`config.mk`:
```
export PLATFORM = sky130hd
export DESIGN_NAME = low_voltage_reset_detect
export DESIGN_NICKNAME = d
export VERILOG_FILES = /design/src/design/lvrd_pkg.sv /design/src/design/tap_select.sv /design/src/design/low_voltage_reset_detect.sv
export SDC_FILE = /design/constraint.sdc
export NUM_CORES = 1
export LEC_CHECK = 0
export ABC_CLOCK_PERIOD_IN_PS = 6400
export BUFFER_PORTS_ARGS = -buffer_cell sky130_fd_sc_hd__buf_2
export CAP_MARGIN = 20
export CORE_ASPECT_RATIO = 0.7
export CORE_UTILIZATION = 45
export CTS_CLUSTER_SIZE = 24
export DETAILED_ROUTE_END_ITERATION = 16
export PLACE_DENSITY = 0.68
export RECOVER_POWER = 25
export SYNTH_ARGS = -nofsm -noshare
export SYNTH_HDL_FRONTEND = slang
export SYNTH_SLANG_ARGS = --single-unit
export TNS_END_PERCENT = 30
```
`constraint.sdc`:
```
create_clock -name sys_clk -period 6.4 [get_ports sys_clk]
set_clock_uncertainty 0.05 [all_clocks]
set_input_delay 0 -clock sys_clk [delete_from_list [all_inputs] [get_ports sys_clk]]
set_output_delay 0 -clock sys_clk [all_outputs]
set_load 0.03 [all_outputs]
```
`src/design/lvrd_pkg.sv`:
```
// Purpose: constants for the low voltage reset and detect block
// Assumes: 200 MHz system clock
// Notes: register map, field positions and timing counts
`default_nettype none
package lvrd_pkg;
	localparam logic [7:0] CTRL_ADDR = 8'h09;
	localparam logic [7:0] IRQ_STATUS_ADDR = 8'h0A;
	localparam logic [7:0] IRQ_MASK_ADDR = 8'h0B;
	localparam int TAP_LSB = 0;
	localparam int TAP_W = 3;
	localparam int DET_EN_BIT = 3;
	localparam int FAST_XTAL_BIT = 4;
	localparam int DET_FLAG_BIT = 5;
	localparam int CLK_PERIOD_PS = 5000;
	localparam int LVR_TIME_US = 1000;
	// One clock beyond the limit, so exactly 1 ms of low supply is still ignored
	localparam int LVR_CYCLES = (LVR_TIME_US * 1000000) / CLK_PERIOD_PS + 1;
	localparam int STARTUP_CYCLES = 1024;
	localparam int LVR_CNT_W = 18;
	localparam int SST_CNT_W = 11;
	localparam logic [7:0] CTRL_RESET = 8'h00;
	localparam int IRQ_W = 2;
	localparam int IRQ_DET_BIT = 0;
	localparam int IRQ_LVR_BIT = 1;
endpackage
`default_nettype wire

```
`src/design/tap_select.sv`:
```
// Purpose: registered eight to one selector for the prescaler taps
// Assumes: taps synchronous to sys_clk
// Notes: output comes from a flip-flop
`default_nettype none
module tap_select (
	input wire logic sys_clk,
	input wire logic rst_n,
	input wire logic [7:0] taps,
	input wire logic [2:0] sel,
	output logic out_q
);
	logic out_d;

	// Pick one tap
	always_comb begin
		out_d = taps[sel];
	end

	always_ff @(posedge sys_clk) begin
		if (!rst_n) begin
			out_q <= 1'b0;
		end else begin
			out_q <= out_d;
		end
	end
endmodule
`default_nettype wire

```
`src/design/low_voltage_reset_detect.sv`:
```
// Purpose: low voltage reset, supply drop detector and their control register
// Assumes: low_supply and halt synchronous to sys_clk
// Notes: Function
// Function
// - Options enable low voltage reset and detector separately; disabled detector ignores software.
// - Control bit 3 turns the supply drop detector on or off.
// - Bit 5 reads detector flag, one on low supply; writes ignored.
// - Bits 0 to 2 select one of eight prescaler taps.
// - Bit 4 picks oscillator start-up: zero slow, one quick.
// - Bits 6 and 7 read as zero.
// - Low voltage reset and external clear pin are ORed into chip reset.
// - In HALT both reset and detector are off.
// - Reset only after low supply lasts longer than 1 ms.
// - After reset release, hold chip for 1024 clocks.
//
// The strobed register port was decided locally.
`default_nettype none
module low_voltage_reset_detect #(
	parameter int LVR_LIMIT = lvrd_pkg::LVR_CYCLES
) (
	input wire logic sys_clk,
	input wire logic rst_n,
	input wire logic [7:0] addr,
	input wire logic [7:0] wdata,
	input wire logic wr_en,
	input wire logic rd_en,
	output logic [7:0] rdata_q,
	input wire logic lvr_option,
	input wire logic lvd_option,
	input wire logic low_supply,
	input wire logic halt,
	input wire logic external_clear_pin,
	input wire logic [7:0] prescaler_taps,
	output logic rtc_out_q,
	output logic fast_xtal_start_q,
	output logic detector_on_q,
	output logic chip_reset_q,
	output logic cpu_hold_q,
	output logic irq_q
);
	typedef enum logic [2:0] {
		ST_RESET = 3'h1,
		ST_STARTUP = 3'h2,
		ST_RUN = 3'h4
	} seq_e;

	seq_e state_q, state_d;
	logic [7:0] ctrl_q, ctrl_d;
	logic flag_q, flag_d;
	logic [lvrd_pkg::LVR_CNT_W-1:0] lvr_cnt_q, lvr_cnt_d;
	logic [lvrd_pkg::SST_CNT_W-1:0] sst_cnt_q, sst_cnt_d;
	logic [lvrd_pkg::IRQ_W-1:0] irq_stat_q, irq_stat_d, irq_mask_q, irq_mask_d, irq_set;
	logic [7:0] rdata_d;
	logic lvr_fire, det_live, reset_src, det_on_d, flag_rise, lvr_rise, lvr_prev_q;

	assign det_live = lvd_option && ctrl_q[lvrd_pkg::DET_EN_BIT] && !halt;
	// longer than 1 ms
	// Gated by option and HALT as well, so a saturated count cannot reset the chip in the HALT entry cycle
	assign lvr_fire = lvr_option && !halt && (lvr_cnt_q >= lvrd_pkg::LVR_CNT_W'(LVR_LIMIT));
	assign reset_src = lvr_fire || external_clear_pin;

	// Low supply duration counter; saturates so the reset stays while low
	always_comb begin
		lvr_cnt_d = lvr_cnt_q;
		// counter off in HALT or when option off
		if (!lvr_option || halt || !low_supply) begin
			lvr_cnt_d = '0;
		end else if (!lvr_fire) begin
			lvr_cnt_d = lvr_cnt_q + 1'b1;
		end
	end

	// Control register and flag; writes to bits 5..7 are dropped
	always_comb begin
		ctrl_d = ctrl_q;
		irq_mask_d = irq_mask_q;
		if (wr_en && addr == lvrd_pkg::CTRL_ADDR) begin
			ctrl_d = {3'h0, wdata[4:0]};
		end
		if (wr_en && addr == lvrd_pkg::IRQ_MASK_ADDR) begin
			irq_mask_d = wdata[lvrd_pkg::IRQ_W-1:0];
		end
		// flag forced low while detector off
		flag_d = det_live && low_supply;
		det_on_d = det_live;
	end

	// Sticky events; a set in the clear cycle wins
	assign flag_rise = flag_d && !flag_q;
	assign lvr_rise = lvr_fire && !lvr_prev_q;
	always_comb begin
		irq_set = '0;
		irq_set[lvrd_pkg::IRQ_DET_BIT] = flag_rise;
		irq_set[lvrd_pkg::IRQ_LVR_BIT] = lvr_rise;
		irq_stat_d = irq_stat_q;
		if (wr_en && addr == lvrd_pkg::IRQ_STATUS_ADDR) begin
			irq_stat_d = irq_stat_q & ~wdata[lvrd_pkg::IRQ_W-1:0];
		end
		irq_stat_d = irq_stat_d | irq_set;
	end

	// Read mux, data one cycle after the strobe
	always_comb begin
		rdata_d = 8'h00;
		if (rd_en) begin
			unique case (addr)
				lvrd_pkg::CTRL_ADDR: begin
					// flag in bit 5, top bits zero
					rdata_d = ctrl_q;
					rdata_d[lvrd_pkg::DET_FLAG_BIT] = flag_q;
				end
				lvrd_pkg::IRQ_STATUS_ADDR: rdata_d = {6'h00, irq_stat_q};
				lvrd_pkg::IRQ_MASK_ADDR: rdata_d = {6'h00, irq_mask_q};
				default: rdata_d = 8'h00;
			endcase
		end
	end

	// Reset and start-up sequencer
	always_comb begin
		state_d = state_q;
		sst_cnt_d = sst_cnt_q;
		unique case (state_q)
			ST_RESET: begin
				sst_cnt_d = '0;
				if (!reset_src) begin
					state_d = ST_STARTUP;
				end
			end
			ST_STARTUP: begin
				if (reset_src) begin
					state_d = ST_RESET;
				end else if (sst_cnt_q == lvrd_pkg::SST_CNT_W'(lvrd_pkg::STARTUP_CYCLES - 1)) begin
					state_d = ST_RUN;
				end else begin
					sst_cnt_d = sst_cnt_q + 1'b1;
				end
			end
			ST_RUN: begin
				if (reset_src) begin
					state_d = ST_RESET;
				end
			end
			default: state_d = ST_RESET;
		endcase
	end

	// Register all state
	always_ff @(posedge sys_clk) begin
		if (!rst_n) begin
			state_q <= ST_RESET;
			sst_cnt_q <= '0;
			lvr_cnt_q <= '0;
			ctrl_q <= lvrd_pkg::CTRL_RESET;
			flag_q <= 1'b0;
			lvr_prev_q <= 1'b0;
			irq_stat_q <= '0;
			irq_mask_q <= '0;
			rdata_q <= 8'h00;
			fast_xtal_start_q <= 1'b0;
			detector_on_q <= 1'b0;
			chip_reset_q <= 1'b1;
			cpu_hold_q <= 1'b1;
			irq_q <= 1'b0;
		end else begin
			state_q <= state_d;
			sst_cnt_q <= sst_cnt_d;
			lvr_cnt_q <= lvr_cnt_d;
			ctrl_q <= ctrl_d;
			flag_q <= flag_d;
			lvr_prev_q <= lvr_fire;
			irq_stat_q <= irq_stat_d;
			irq_mask_q <= irq_mask_d;
			rdata_q <= rdata_d;
			fast_xtal_start_q <= ctrl_d[lvrd_pkg::FAST_XTAL_BIT];
			detector_on_q <= det_on_d;
			chip_reset_q <= reset_src;
			cpu_hold_q <= (state_d != ST_RUN);
			irq_q <= |(irq_stat_d & irq_mask_d);
		end
	end

	tap_select u_tap (
		.sys_clk(sys_clk),
		.rst_n(rst_n),
		.taps(prescaler_taps),
		.sel(ctrl_q[lvrd_pkg::TAP_LSB +: lvrd_pkg::TAP_W]),
		.out_q(rtc_out_q)
	);

	// Checks on the reset paths, the register and the event logic.
	// They sit beside the logic so a broken gate shows up at the cycle it goes wrong.

	chk_ext_reset: assert property (@(posedge sys_clk) disable iff (!rst_n)
		external_clear_pin |=> chip_reset_q)
		else $error("external clear did not reset");

	chk_flag_off: assert property (@(posedge sys_clk) disable iff (!rst_n)
		(!lvd_option || halt) |=> !flag_q)
		else $error("flag set while detector off");

	chk_halt_noreset: assert property (@(posedge sys_clk) disable iff (!rst_n)
		(halt && !external_clear_pin) |=> !chip_reset_q)
		else $error("reset in halt");

	chk_halt_det_off: assert property (@(posedge sys_clk) disable iff (!rst_n)
		halt |=> !detector_on_q)
		else $error("detector powered in halt");

	chk_lvr_option_off: assert property (@(posedge sys_clk) disable iff (!rst_n)
		(!lvr_option && !external_clear_pin) |=> !chip_reset_q)
		else $error("reset with option off");

	chk_short_low: assert property (@(posedge sys_clk) disable iff (!rst_n)
		(lvr_cnt_q == '0 && !external_clear_pin) |=> !chip_reset_q)
		else $error("early reset");

	chk_lvr_fires: assert property (@(posedge sys_clk) disable iff (!rst_n)
		(lvr_option && !halt && lvr_cnt_q == lvrd_pkg::LVR_CNT_W'(LVR_LIMIT)) |=> chip_reset_q)
		else $error("no low voltage reset");

	chk_startup_hold: assert property (@(posedge sys_clk) disable iff (!rst_n)
		$fell(chip_reset_q) |-> cpu_hold_q[*8])
		else $error("hold released early");

	chk_startup_end: assert property (@(posedge sys_clk) disable iff (!rst_n)
		(state_q == ST_STARTUP && sst_cnt_q == lvrd_pkg::SST_CNT_W'(lvrd_pkg::STARTUP_CYCLES - 1) && !reset_src)
		|=> !cpu_hold_q)
		else $error("hold not released");

	chk_top_zero: assert property (@(posedge sys_clk) disable iff (!rst_n)
		$past(rd_en) |-> (($past(addr) != lvrd_pkg::CTRL_ADDR) || rdata_q[7:6] == 2'h0))
		else $error("unused bits nonzero");

	chk_flag_ro: assert property (@(posedge sys_clk) disable iff (!rst_n)
		(wr_en && addr == lvrd_pkg::CTRL_ADDR) |=> (ctrl_q[7:5] == 3'h0))
		else $error("read-only bits written");

	chk_det_enable: assert property (@(posedge sys_clk) disable iff (!rst_n)
		(lvd_option && !halt && ctrl_q[lvrd_pkg::DET_EN_BIT]) |=> detector_on_q)
		else $error("detector off");

	chk_xtal_follow: assert property (@(posedge sys_clk) disable iff (!rst_n)
		fast_xtal_start_q == ctrl_q[lvrd_pkg::FAST_XTAL_BIT])
		else $error("start-up mode differs from control bit");

	// Interrupt level tracks unmasked status
	chk_irq_level: assert property (@(posedge sys_clk) disable iff (!rst_n)
		irq_q == |(irq_stat_q & irq_mask_q))
		else $error("interrupt level wrong");

	// Read data idle low outside the answer cycle
	chk_rdata_idle: assert property (@(posedge sys_clk) disable iff (!rst_n)
		!rd_en |=> (rdata_q == 8'h00))
		else $error("read data not idle");

	// Scenarios worth seeing at least once
	cov_lvr: cover property (@(posedge sys_clk) disable iff (!rst_n) lvr_rise);
	cov_flag: cover property (@(posedge sys_clk) disable iff (!rst_n) flag_rise);
	cov_run: cover property (@(posedge sys_clk) disable iff (!rst_n) $fell(cpu_hold_q));
	cov_ext: cover property (@(posedge sys_clk) disable iff (!rst_n) $rose(external_clear_pin));
endmodule
`default_nettype wire

```
==> results of run 1 <==
-- flip-flops by register name (all words and copies together), names as in the netlist --
register	count
ctrl_q	5
u_tap.out_q	1
cpu_hold_q	1
lvr_cnt_q	18
irq_stat_q	2
detector_on_q	1
sst_cnt_q	11
state_q	3
irq_mask_q	2
lvr_prev_q	1
flag_q	1
rdata_q	6
irq_q	1
chip_reset_q	1
-- Yosys cell counts, types with 2 or more instances --
master / instances / area [um^2]
xor2_1: 3 / 26.3
and2_1: 8 / 50.1
nand2b_1: 3 / 18.8
inv_1: 9 / 33.8
dfxtp_1: 54 / 1080
nor4_1: 4 / 25.0
o31ai_1: 4 / 30.0
nor3_1: 12 / 60.1
xnor2_1: 13 / 114
nor2b_1: 3 / 18.8
and4b_1: 2 / 20.0
nand4_1: 9 / 56.3
o21ai_0: 6 / 30.0
mux4_2: 2 / 45.0
and3_1: 2 / 12.5
nor2_1: 39 / 146
mux2_2: 2 / 22.5
a21oi_1: 12 / 60.1
mux2i_1: 10 / 100
nand3b_1: 2 / 15.0
nor3b_1: 3 / 22.5
nand3_1: 14 / 70.1
nand4b_1: 3 / 26.3
ha_1: 4 / 50.1
nand2_1: 14 / 52.6
or4_1: 4 / 30.0
or3_1: 4 / 25.0
buf_4: 2 / 15.0
a22oi_1: 2 / 15.0
clkbuf_1: 4 / 15.0
-- area by class of cell --
| class | instances | area, um^2 |
|---|---|---|
| Clock inverter | 3 | 48.8 |
| Clock buffer | 5 | 68.8 |
| Fill cell | 496 | 2320 |
| Tap cell | 72 | 90.1 |
| Multi-Input combinational cell | 203 | 1340 |
| Timing Repair Buffer | 53 | 309 |
| Inverter | 9 | 33.8 |
| Sequential cell | 54 | 1080 |
-- worst min-delay path: stages --
cell and delay (ps):
buf_2 130, nor2_1 80, nand2_1 80, mux2i_1 70
-- cells by family after synthesis --
kind of cell,share of synthesized area
xor gates and xnor gates,0.0562
AOI/OAI and AO/OA,0.111
adders and majority gates,0.0201
DFF,0.434
and+or+nand+nor,0.278
buffers and inverters,0.0321
other,0.00150
muxes,0.0673
-- layout by cell type (no fill, tap or decap), types with 5 or more instances in the layout --
master,netlist,layout
dfxtp_1,54,54
nor2_1,39,39
buf_2,1,28
nand2_1,14,14
nand3_1,14,14
xnor2_1,13,13
clkbuf_1,4,13
nor3_1,12,12
a21oi_1,12,12
dlygate4sd3_1,0,12
mux2i_1,10,10
inv_1,9,9
nand4_1,9,9
and2_1,8,8
o21ai_0,6,6
clkbuf_8,0,5
-- routing by layer --
layer	wire, um	GRT usage	vias up
met5	0	0	-
met4	31	0.0417	0
met3	226	0.0405	4
met2	2350	0.287	45
met1	2640	0.282	986
li1	-	-	1076
-- power by group --
group	leakage, nW	internal [mW]	switching (mW)
logic	0.564	0.0165	0.0204
clock network	0.0563	0.119	0.118
registers	0.436	0.338	0.00132
-- worst paths after layout --
check	start	end	slack [ps]	cells after the start
worst max-delay path	lvr_cnt_q[1]	sst_cnt_q[7]	4170	8
worst min-delay path	external_clear_pin	sst_cnt_q[1]	40	4
worst max register to register	lvr_cnt_q[1]	sst_cnt_q[7]	4170	8
worst min register to register	sst_cnt_q[10]	sst_cnt_q[10]	410	1
==> flow_metrics.env, run 1 <==
export IMPL_status="completed"
export IMPL_synth_flop_cell="dfxtp_1"
export IMPL_cts_buffers=5
export IMPL_clk_latency_ps=310
export IMPL_worst_slew_pin_slew_ps=788
export IMPL_grt_pass1_wl_um=9010
export IMPL_grt_pass1_vias=1945
export IMPL_path_buf_inv=1
export IMPL_utilization=0.561
export IMPL_placed_cell_area_um2=2750
export IMPL_wl_per_cell_um=13.2
export IMPL_yosys_cell_types_count=50
export IMPL_required_ps=6590
export IMPL_p_leak_nw=1.06
export IMPL_cts_clk_slew_worst_paths_ps=100
export IMPL_antenna_found_initial=0
export IMPL_nNetsFinal=363
export IMPL_hold_viol=0
export IMPL_vias_per_cell=5.29
export IMPL_vdd_ir_drop_max_uv=103
export IMPL_synth_area_um2=2490
export IMPL_max_stage_delay_ps=510
export IMPL_ys_seq_elements=54
export IMPL_slew_headroom=0.472
export IMPL_synth_seq_area_share=0.434
export IMPL_cp_cell_sequence="inv_1 -> ha_1 -> and4b_1 -> nand4_1 -> o211ai_4 -> o21a_4 -> or4_1 -> a21oi_1"
export IMPL_fin_crit_ps=2230
export IMPL_timing_hold_ws_ps=44.3
export IMPL_crit_arrival_ps=2420
export IMPL_pin_count=47
export IMPL_power_uw=613
export IMPL_firstDrtPassIters=4
export IMPL_first_iter_violations=144
export IMPL_critical_path_class="reg2reg"
export IMPL_p_per_area_nw_per_um2=207
export IMPL_tns_ps=0
export IMPL_antenna_left=0
export IMPL_finalCritPeriodShare=0.349
export IMPL_grt_usage=0.191
export IMPL_vias=2111
export IMPL_synth_edf_count=0
export IMPL_cts_root_buf="clkbuf_8"
export IMPL_crit_fanout=13
export IMPL_ctsLongestPathBuffers=2
export IMPL_core_um2=5290
export IMPL_drv_cap=0
export IMPL_fmax_ghz=0.448
export IMPL_syn_to_final_growth_pct=19.0
export IMPL_finalInstanceArea_um2=2970
export IMPL_slowest_stage="or4_1"
export IMPL_cts_tree="yes"
export IMPL_asyncSetResetFlopFracSynth=0
export IMPL_hpwl_um=3760
export IMPL_cts_setup_buffers=0
export IMPL_dp_cells=379
export IMPL_ys_warn_count=0
export IMPL_rsz0062_at_grt="no"
export IMPL_port_buffers=41
export IMPL_drc=0
export IMPL_syn_inst=273
export IMPL_cts_resized=0
export IMPL_crit_family="simple AND/OR/NAND/NOR gates"
export IMPL_die_w_um=91.0
export IMPL_postSynthAreaPerCell_um2=9.13
export IMPL_diodes=0
export IMPL_pre_cts_slack_ps=4180
export IMPL_cts_sinks=54
export IMPL_grt_max_degree=19
export IMPL_cts_hold_buf=12
export IMPL_setup_violations=0
export IMPL_drive_gt1_frac=0.147
export IMPL_cts_max_level=2
export IMPL_drv_slew=0
export IMPL_die_area_um2=5840
export IMPL_die_h_um=64.3
export IMPL_start_util=0.472
export IMPL_num_rows=22
export IMPL_fin_cells=399
export IMPL_globalRouteOverflowTotal=0
export IMPL_worstHoldPathType="in2reg"
export IMPL_end_kind="flop"
export IMPL_gp_congestion=0.760
export IMPL_start_kind="flop"
export IMPL_finalWorstSetupSlack_ps=4170
export IMPL_wirelength_um=5250
Power figures use the tool's default switching activity.
==> inputs of run 2 (changes only) <==
--- a/config.mk
+++ b/config.mk
@@ -5,14 +5,15 @@
 export SDC_FILE = /design/constraint.sdc
 export NUM_CORES = 1
 export LEC_CHECK = 0
-export ABC_CLOCK_PERIOD_IN_PS = 6400
+export ABC_AREA = 1
+export ABC_CLOCK_PERIOD_IN_PS = 2200
 export BUFFER_PORTS_ARGS = -buffer_cell sky130_fd_sc_hd__buf_2
 export CAP_MARGIN = 20
 export CORE_ASPECT_RATIO = 0.7
 export CORE_UTILIZATION = 45
 export CTS_CLUSTER_SIZE = 24
 export DETAILED_ROUTE_END_ITERATION = 16
-export PLACE_DENSITY = 0.68
+export PLACE_DENSITY = 0.67
 export RECOVER_POWER = 25
 export SYNTH_ARGS = -nofsm -noshare
 export SYNTH_HDL_FRONTEND = slang
==> constraint.sdc (replaced) <==
create_clock -name sys_clk -period 2.2 [get_ports sys_clk]
set_clock_uncertainty 0.05 [all_clocks]
set_input_delay 0 -clock sys_clk [delete_from_list [all_inputs] [get_ports sys_clk]]
set_output_delay 0 -clock sys_clk [all_outputs]
set_load 0.03 [all_outputs]
==> flow_metrics.env, run 2 <==
export IMPL_top_register="lvr_cnt_q"
export IMPL_num_rows=23
export IMPL_cts_resized=0
export IMPL_hpwl_um=4240
export IMPL_cts_buffers=5
export IMPL_start_util=0.473
export IMPL_mostFrequentLayoutCell="nand2_1"
export IMPL_cts_root_buf="clkbuf_8"
export IMPL_globalRouteOverflowTotal=0
export IMPL_hold_viol=0
export IMPL_p_comb_frac=0.089
export IMPL_final_cell_mix="78 x nand2_1, 59 x nor2_1, 54 x dfxtp_1"
export IMPL_timing_hold_ws_ps=13.9
export IMPL_p_clk_frac=0.360
export IMPL_synth_flop_cell="dfxtp_1"
export IMPL_drc=0
export IMPL_netlist_top_cells_count="78 x nand2_1, 59 x nor2_1, 54 x dfxtp_1"
export IMPL_diodes=0
export IMPL_slew_headroom=0.618
export IMPL_antenna_found_initial=0
export IMPL_cts_tree="yes"
export IMPL_nNetsFinal=492
export IMPL_core_um2=5810
export IMPL_critical_path_class="reg2reg"
export IMPL_wl_per_cell_um=11.3
export IMPL_required_ps=2370
export IMPL_cts_max_level=2
export IMPL_firstDrtPassIters=4
export IMPL_syn_inst=398
export IMPL_drive_gt1_frac=0.138
export IMPL_p_per_area_nw_per_um2=557
export IMPL_ff_latch_area_um2=1080
export IMPL_tns_ps=0
export IMPL_grt_usage=0.196
export IMPL_grt_pass1_vias=2270
export IMPL_switching_share=0.231
export IMPL_finalWorstSetupSlack_ps=325
export IMPL_p_seq_frac=0.551
export IMPL_synth_area_um2=2750
export IMPL_clk_latency_ps=310
export IMPL_grt_max_degree=19
export IMPL_ys_seq_elements=54
export IMPL_cts_hold_buf=15
export IMPL_drv_cap=0
export IMPL_setup_violations=0
export IMPL_multi_input_area_um2=1410
export IMPL_synth_area_leaders="dfxtp_1 39%, nand2_1 11%, nor2_1 8.1%, inv_1 6.4%, nand3_1 5.1%"
export IMPL_worst_slew_pin_slew_ps=567
export IMPL_yosys_cell_types_count=36
export IMPL_gp_congestion=0.845
export IMPL_synth_edf_count=0
export IMPL_first_iter_violations=104
export IMPL_fin_crit_ps=1870
export IMPL_postSynthAreaPerCell_um2=6.91
export IMPL_wirelength_um=6030
export IMPL_largest_reg_flops=18
export IMPL_crit_fanout=12
export IMPL_antenna_left=0
export IMPL_finalCritPeriodShare=0.852
export IMPL_yosysMostFrequentCell="nand2_1"
export IMPL_ys_warn_count=0
export IMPL_vias=2607
export IMPL_vdd_ir_drop_max_uv=234
export IMPL_die_area_um2=6430
export IMPL_fill_cells=563
export IMPL_syn_to_final_growth_pct=18.1
export IMPL_cts_setup_buffers=0
export IMPL_drv_slew=0
export IMPL_crit_arrival_ps=2050
export IMPL_p_leak_nw=1.35
export IMPL_pin_count=47
export IMPL_grt_pass1_wl_um=9760
export IMPL_fin_cells=531
export IMPL_start_kind="flop"
export IMPL_port_buffers=41
export IMPL_dp_cells=508
export IMPL_synth_seq_area_share=0.393
export IMPL_status="completed"
export IMPL_rsz0062_at_grt="no"
export IMPL_reg_top3="lvr_cnt_q: 18 flops, sst_cnt_q: 11 flops, rdata_q: 6 flops"
export IMPL_pre_cts_slack_ps=341
export IMPL_ctsLongestPathBuffers=2
export IMPL_worstHoldPathType="in2reg"
export IMPL_asyncSetResetFlopFracSynth=0
export IMPL_vias_per_cell=4.91
export IMPL_power_switching_uw=418
export IMPL_yosysTopAreaCell="dfxtp_1"
export IMPL_p_int_mw=1.39
export IMPL_synth_top_cell_area_share=0.393
export IMPL_fmax_ghz=0.533
export IMPL_cts_clk_slew_worst_paths_ps=100
export IMPL_utilization=0.559
export IMPL_die_w_um=95.4
export IMPL_die_h_um=67.4
export IMPL_cts_sinks=54
export IMPL_end_kind="flop"
==> run 2: layout make-up <==
cell class,count,area share
Multi-Input combinational cell,283,0.434
Sequential cell,54,0.333
Timing Repair Buffer,59,0.112
Inverter,52,0.0601
Tap cell,75,0.0289
Clock buffer,7,0.0235
Clock inverter,1,0.00925
==> run 2: worst paths after layout <==
| check | start | endpoint | slack (ps) | depth (start not counted) |
|---|---|---|---|---|
| min reg2reg | flag_q | rdata_q[5] | 400 | 2 |
| max reg2reg | sst_cnt_q[0] | sst_cnt_q[0] | 330 | 12 |
| min | wr_en | irq_stat_q[1] | 10 | 4 |
| max | sst_cnt_q[0] | sst_cnt_q[0] | 330 | 12 |
==> run 2: per-layer routing <==
layer,vias to the layer above,track usage,part of all wire
met4,0,0.0858,0.019
met1,1148,0.260,0.51
met2,62,0.312,0.41
li1,1387,-,-
met3,10,0.0383,0.055
met5,-,0,0
==> run 2: stage by stage <==
step,power (mW),area [um^2]
5_1_grt,1.89,3250
4_1_cts,1.84,3260
6_report,1.81,3250
3_3_place_gp,1.16,3010
2_1_floorplan,1.12,2750
3_5_place_dp,1.16,3010
==> run 2: power groups by stage <==
stage               Combinational [mW]  Sequential (mW)  Clock, mW
floorplan                       0.0945             1.02          0
global placement                 0.142             1.02          0
detailed placement               0.142             1.02          0
CTS                              0.160            0.997      0.679
global route                     0.179            0.999      0.708
finish                           0.161            0.997      0.651
==> run 2: critical path, stage by stage, from the launching register on <==
cell and delay (ps):
dfxtp_1 390, ha_1 220, nand2_1 80, inv_2 80, nand2_2 60, nor2_4 120, nand3_2 80, a21oi_2 180
inv_2 160, nand2_4 170, inv_1 70, nor2_1 80, nor2_1 40
==> run 2: logic make-up (layout without fill, tap and decap cells) <==
logic type | Yosys count | after routing | synth area share
adders and majority gates | 4 | 4 | 0.0182
xor gates and xnor gates | 11 | 11 | 0.0350
DFF | 54 | 54 | 0.393
other | 1 | 2 | 0.00136
and+or+nand+nor | 212 | 212 | 0.350
buffers and inverters | 62 | 119 | 0.0964
AOI/OAI and AO/OA | 54 | 54 | 0.106
==> inputs of run 3 (changes only) <==
--- a/config.mk
+++ b/config.mk
@@ -9,10 +9,11 @@
 export ABC_CLOCK_PERIOD_IN_PS = 2200
 export BUFFER_PORTS_ARGS = -buffer_cell sky130_fd_sc_hd__buf_2
 export CAP_MARGIN = 20
-export CORE_ASPECT_RATIO = 0.7
 export CORE_UTILIZATION = 45
+export CTS_BUF_LIST = sky130_fd_sc_hd__clkbuf_4
 export CTS_CLUSTER_SIZE = 24
 export DETAILED_ROUTE_END_ITERATION = 16
+export HOLD_SLACK_MARGIN = 0.1
 export PLACE_DENSITY = 0.67
 export RECOVER_POWER = 25
 export SYNTH_ARGS = -nofsm -noshare
==> flow_metrics.env, run 3 (synthesis results as in run 2) <==
export IMPL_cts_max_level=2
export IMPL_hold_depth=7
export IMPL_final_cell_mix="77 x nand2_1, 58 x nor2_1, 53 x dfxtp_1"
export IMPL_antenna_left=0
export IMPL_multi_input_area_um2=1420
export IMPL_cts_tree="yes"
export IMPL_crit_fanout=4
export IMPL_antenna_found_initial=0
export IMPL_worstHoldPathType="in2reg"
export IMPL_worstRegToRegCells=5
export IMPL_tns_ps=0
export IMPL_grt_max_degree=19
export IMPL_top_register="lvr_cnt_q"
export IMPL_cts_buffers=5
export IMPL_finalCritPeriodShare=0.963
export IMPL_die_w_um=80.2
export IMPL_max_stage_delay_ps=580
export IMPL_start_kind="primary input"
export IMPL_slowest_stage="dlygate4sd3_1"
export IMPL_port_buffers=41
export IMPL_die_h_um=80.2
export IMPL_critical_path_depth=11
export IMPL_drive_gt1_frac=0.147
export IMPL_cts_root_buf="clkbuf_4"
export IMPL_crit_start="wr_en"
export IMPL_vdd_ir_drop_max_uv=333
export IMPL_end_kind="flop"
export IMPL_die_area_um2=6430
export IMPL_start_util=0.464
export IMPL_hpwl_um=4260
export IMPL_firstDrtPassIters=4
export IMPL_clk_latency_ps=380
export IMPL_timing_rr_start="ctrl_q[0]"
export IMPL_hold_viol=0
export IMPL_endpoint="irq_q"
export IMPL_vias_per_cell=4.89
export IMPL_cts_sinks=54
export IMPL_core_um2=5920
export IMPL_path_buf_inv=6
export IMPL_grt_pass1_wl_um=10800
export IMPL_wl_per_cell_um=11.7
export IMPL_critical_path_class="in2reg"
export IMPL_crit_family="buffers and inverters"
export IMPL_nNetsFinal=512
export IMPL_fill_cells=549
export IMPL_reg_top3="lvr_cnt_q: 18 flops, sst_cnt_q: 11 flops, rdata_q: 6 flops"
export IMPL_fin_crit_ps=2120
export IMPL_grt_pass1_vias=2552
export IMPL_crit_arrival_ps=2350
export IMPL_wirelength_um=6430
export IMPL_rrSetupSlack_ps=100
export IMPL_required_ps=2430
export IMPL_cts_clk_slew_worst_paths_ps=160
export IMPL_status="completed"
export IMPL_syn_to_final_growth_pct=25.1
export IMPL_ctsLongestPathBuffers=2
export IMPL_p_per_area_nw_per_um2=506
export IMPL_setup_violations=0
export IMPL_vias=2695
export IMPL_drv_slew=0
export IMPL_num_rows=28
export IMPL_ff_latch_area_um2=1080
export IMPL_rsz0062_at_grt="yes"
export IMPL_cp_common_cell="dlygate4sd3_1"
export IMPL_diodes=0
export IMPL_p_leak_nw=1.46
export IMPL_pin_count=47
export IMPL_cp_cell_sequence="dlygate4sd3_1 -> buf_2 -> inv_1 -> nor2_2 -> inv_1 -> nor2_1 -> dlygate4sd3_1 -> nor2_1 -> dlygate4sd3_1 -> nand2_1 -> nand2_1"
export IMPL_largest_reg_flops=18
export IMPL_power_mw=1.74
export IMPL_fmax_ghz=0.472
export IMPL_reg2reg_to="u_tap.out_q"
export IMPL_grt_usage=0.211
export IMPL_globalRouteOverflowTotal=0
export IMPL_drv_cap=0
export IMPL_mostFrequentLayoutCell="nand2_1"
export IMPL_first_iter_violations=151
export IMPL_gp_congestion=0.864
export IMPL_drc=0
==> run 3: metrics by stage <==
stage | setup slack, ps | std cells | hold WS, ps | util | area, um^2
after floorplan | 635 | 399 | 80.5 | - | 2750
after global placement | 262 | 508 | 181 | 0.508 | 3010
after detailed placement | 194 | 508 | 183 | 0.508 | 3010
after CTS | 109 | 551 | 151 | 0.581 | 3440
after global routing | -3.22 | 551 | 116 | 0.581 | 3440
final | 80.6 | 551 | 83.8 | 0.581 | 3440
==> run 3: routing by layer <==
layer / vias to the layer above / part of all wire / track usage
li1: 1428 / - / -
met1: 1207 / 0.47 / 0.254
met2: 56 / 0.48 / 0.392
met3: 4 / 0.042 / 0.0341
met4: 0 / 0.0064 / 0.0393
met5: - / 0 / 0
==> run 3: tightest hold or removal path, stage by stage <==
cell,delay [ps]
buf_2,120
nand3_2,80
inv_1,50
nand2_1,70
o211ai_1,80
nand2_1,60
inv_1,30
==> run 3: where the power goes <==
group / switching, mW / internal, mW / total [mW]
registers: 0.00874 / 0.991 / 1.00
clock network: 0.323 / 0.246 / 0.569
logic: 0.103 / 0.0694 / 0.173
==> run 3: area by class of cell <==
class	instances	share of cell area
flip-flops and latches	54	0.315
multi-input cells	283	0.414
well taps	75	0.0273
repair buffers	79	0.163
clock inverters	3	0.0138
inverters	52	0.0567
clock buffers	5	0.0109
==> run 3: how the worst min path moves through the flow <==
stage / start / to / slack (ps)
2_1_floorplan: external_clear_pin / chip_reset_q / 80
3_3_place_gp: external_clear_pin / chip_reset_q / 180
3_5_place_dp: external_clear_pin / chip_reset_q / 180
4_1_cts: addr[1] / irq_stat_q[0] / 150
5_1_grt: addr[0] / rdata_q[0] / 120
6_report: addr[0] / rdata_q[1] / 80
==> run 3: what timing repair did <==
| action | in CTS | in global routing |
|---|---|---|
| resized for setup | 0 | 5 |
| hold buffers | 35 | 0 |
| setup endpoints to repair | 0 | 4 |
| buffers inserted | 0 | 1 |
| endpoints found under the hold margin | 45 | 0 |
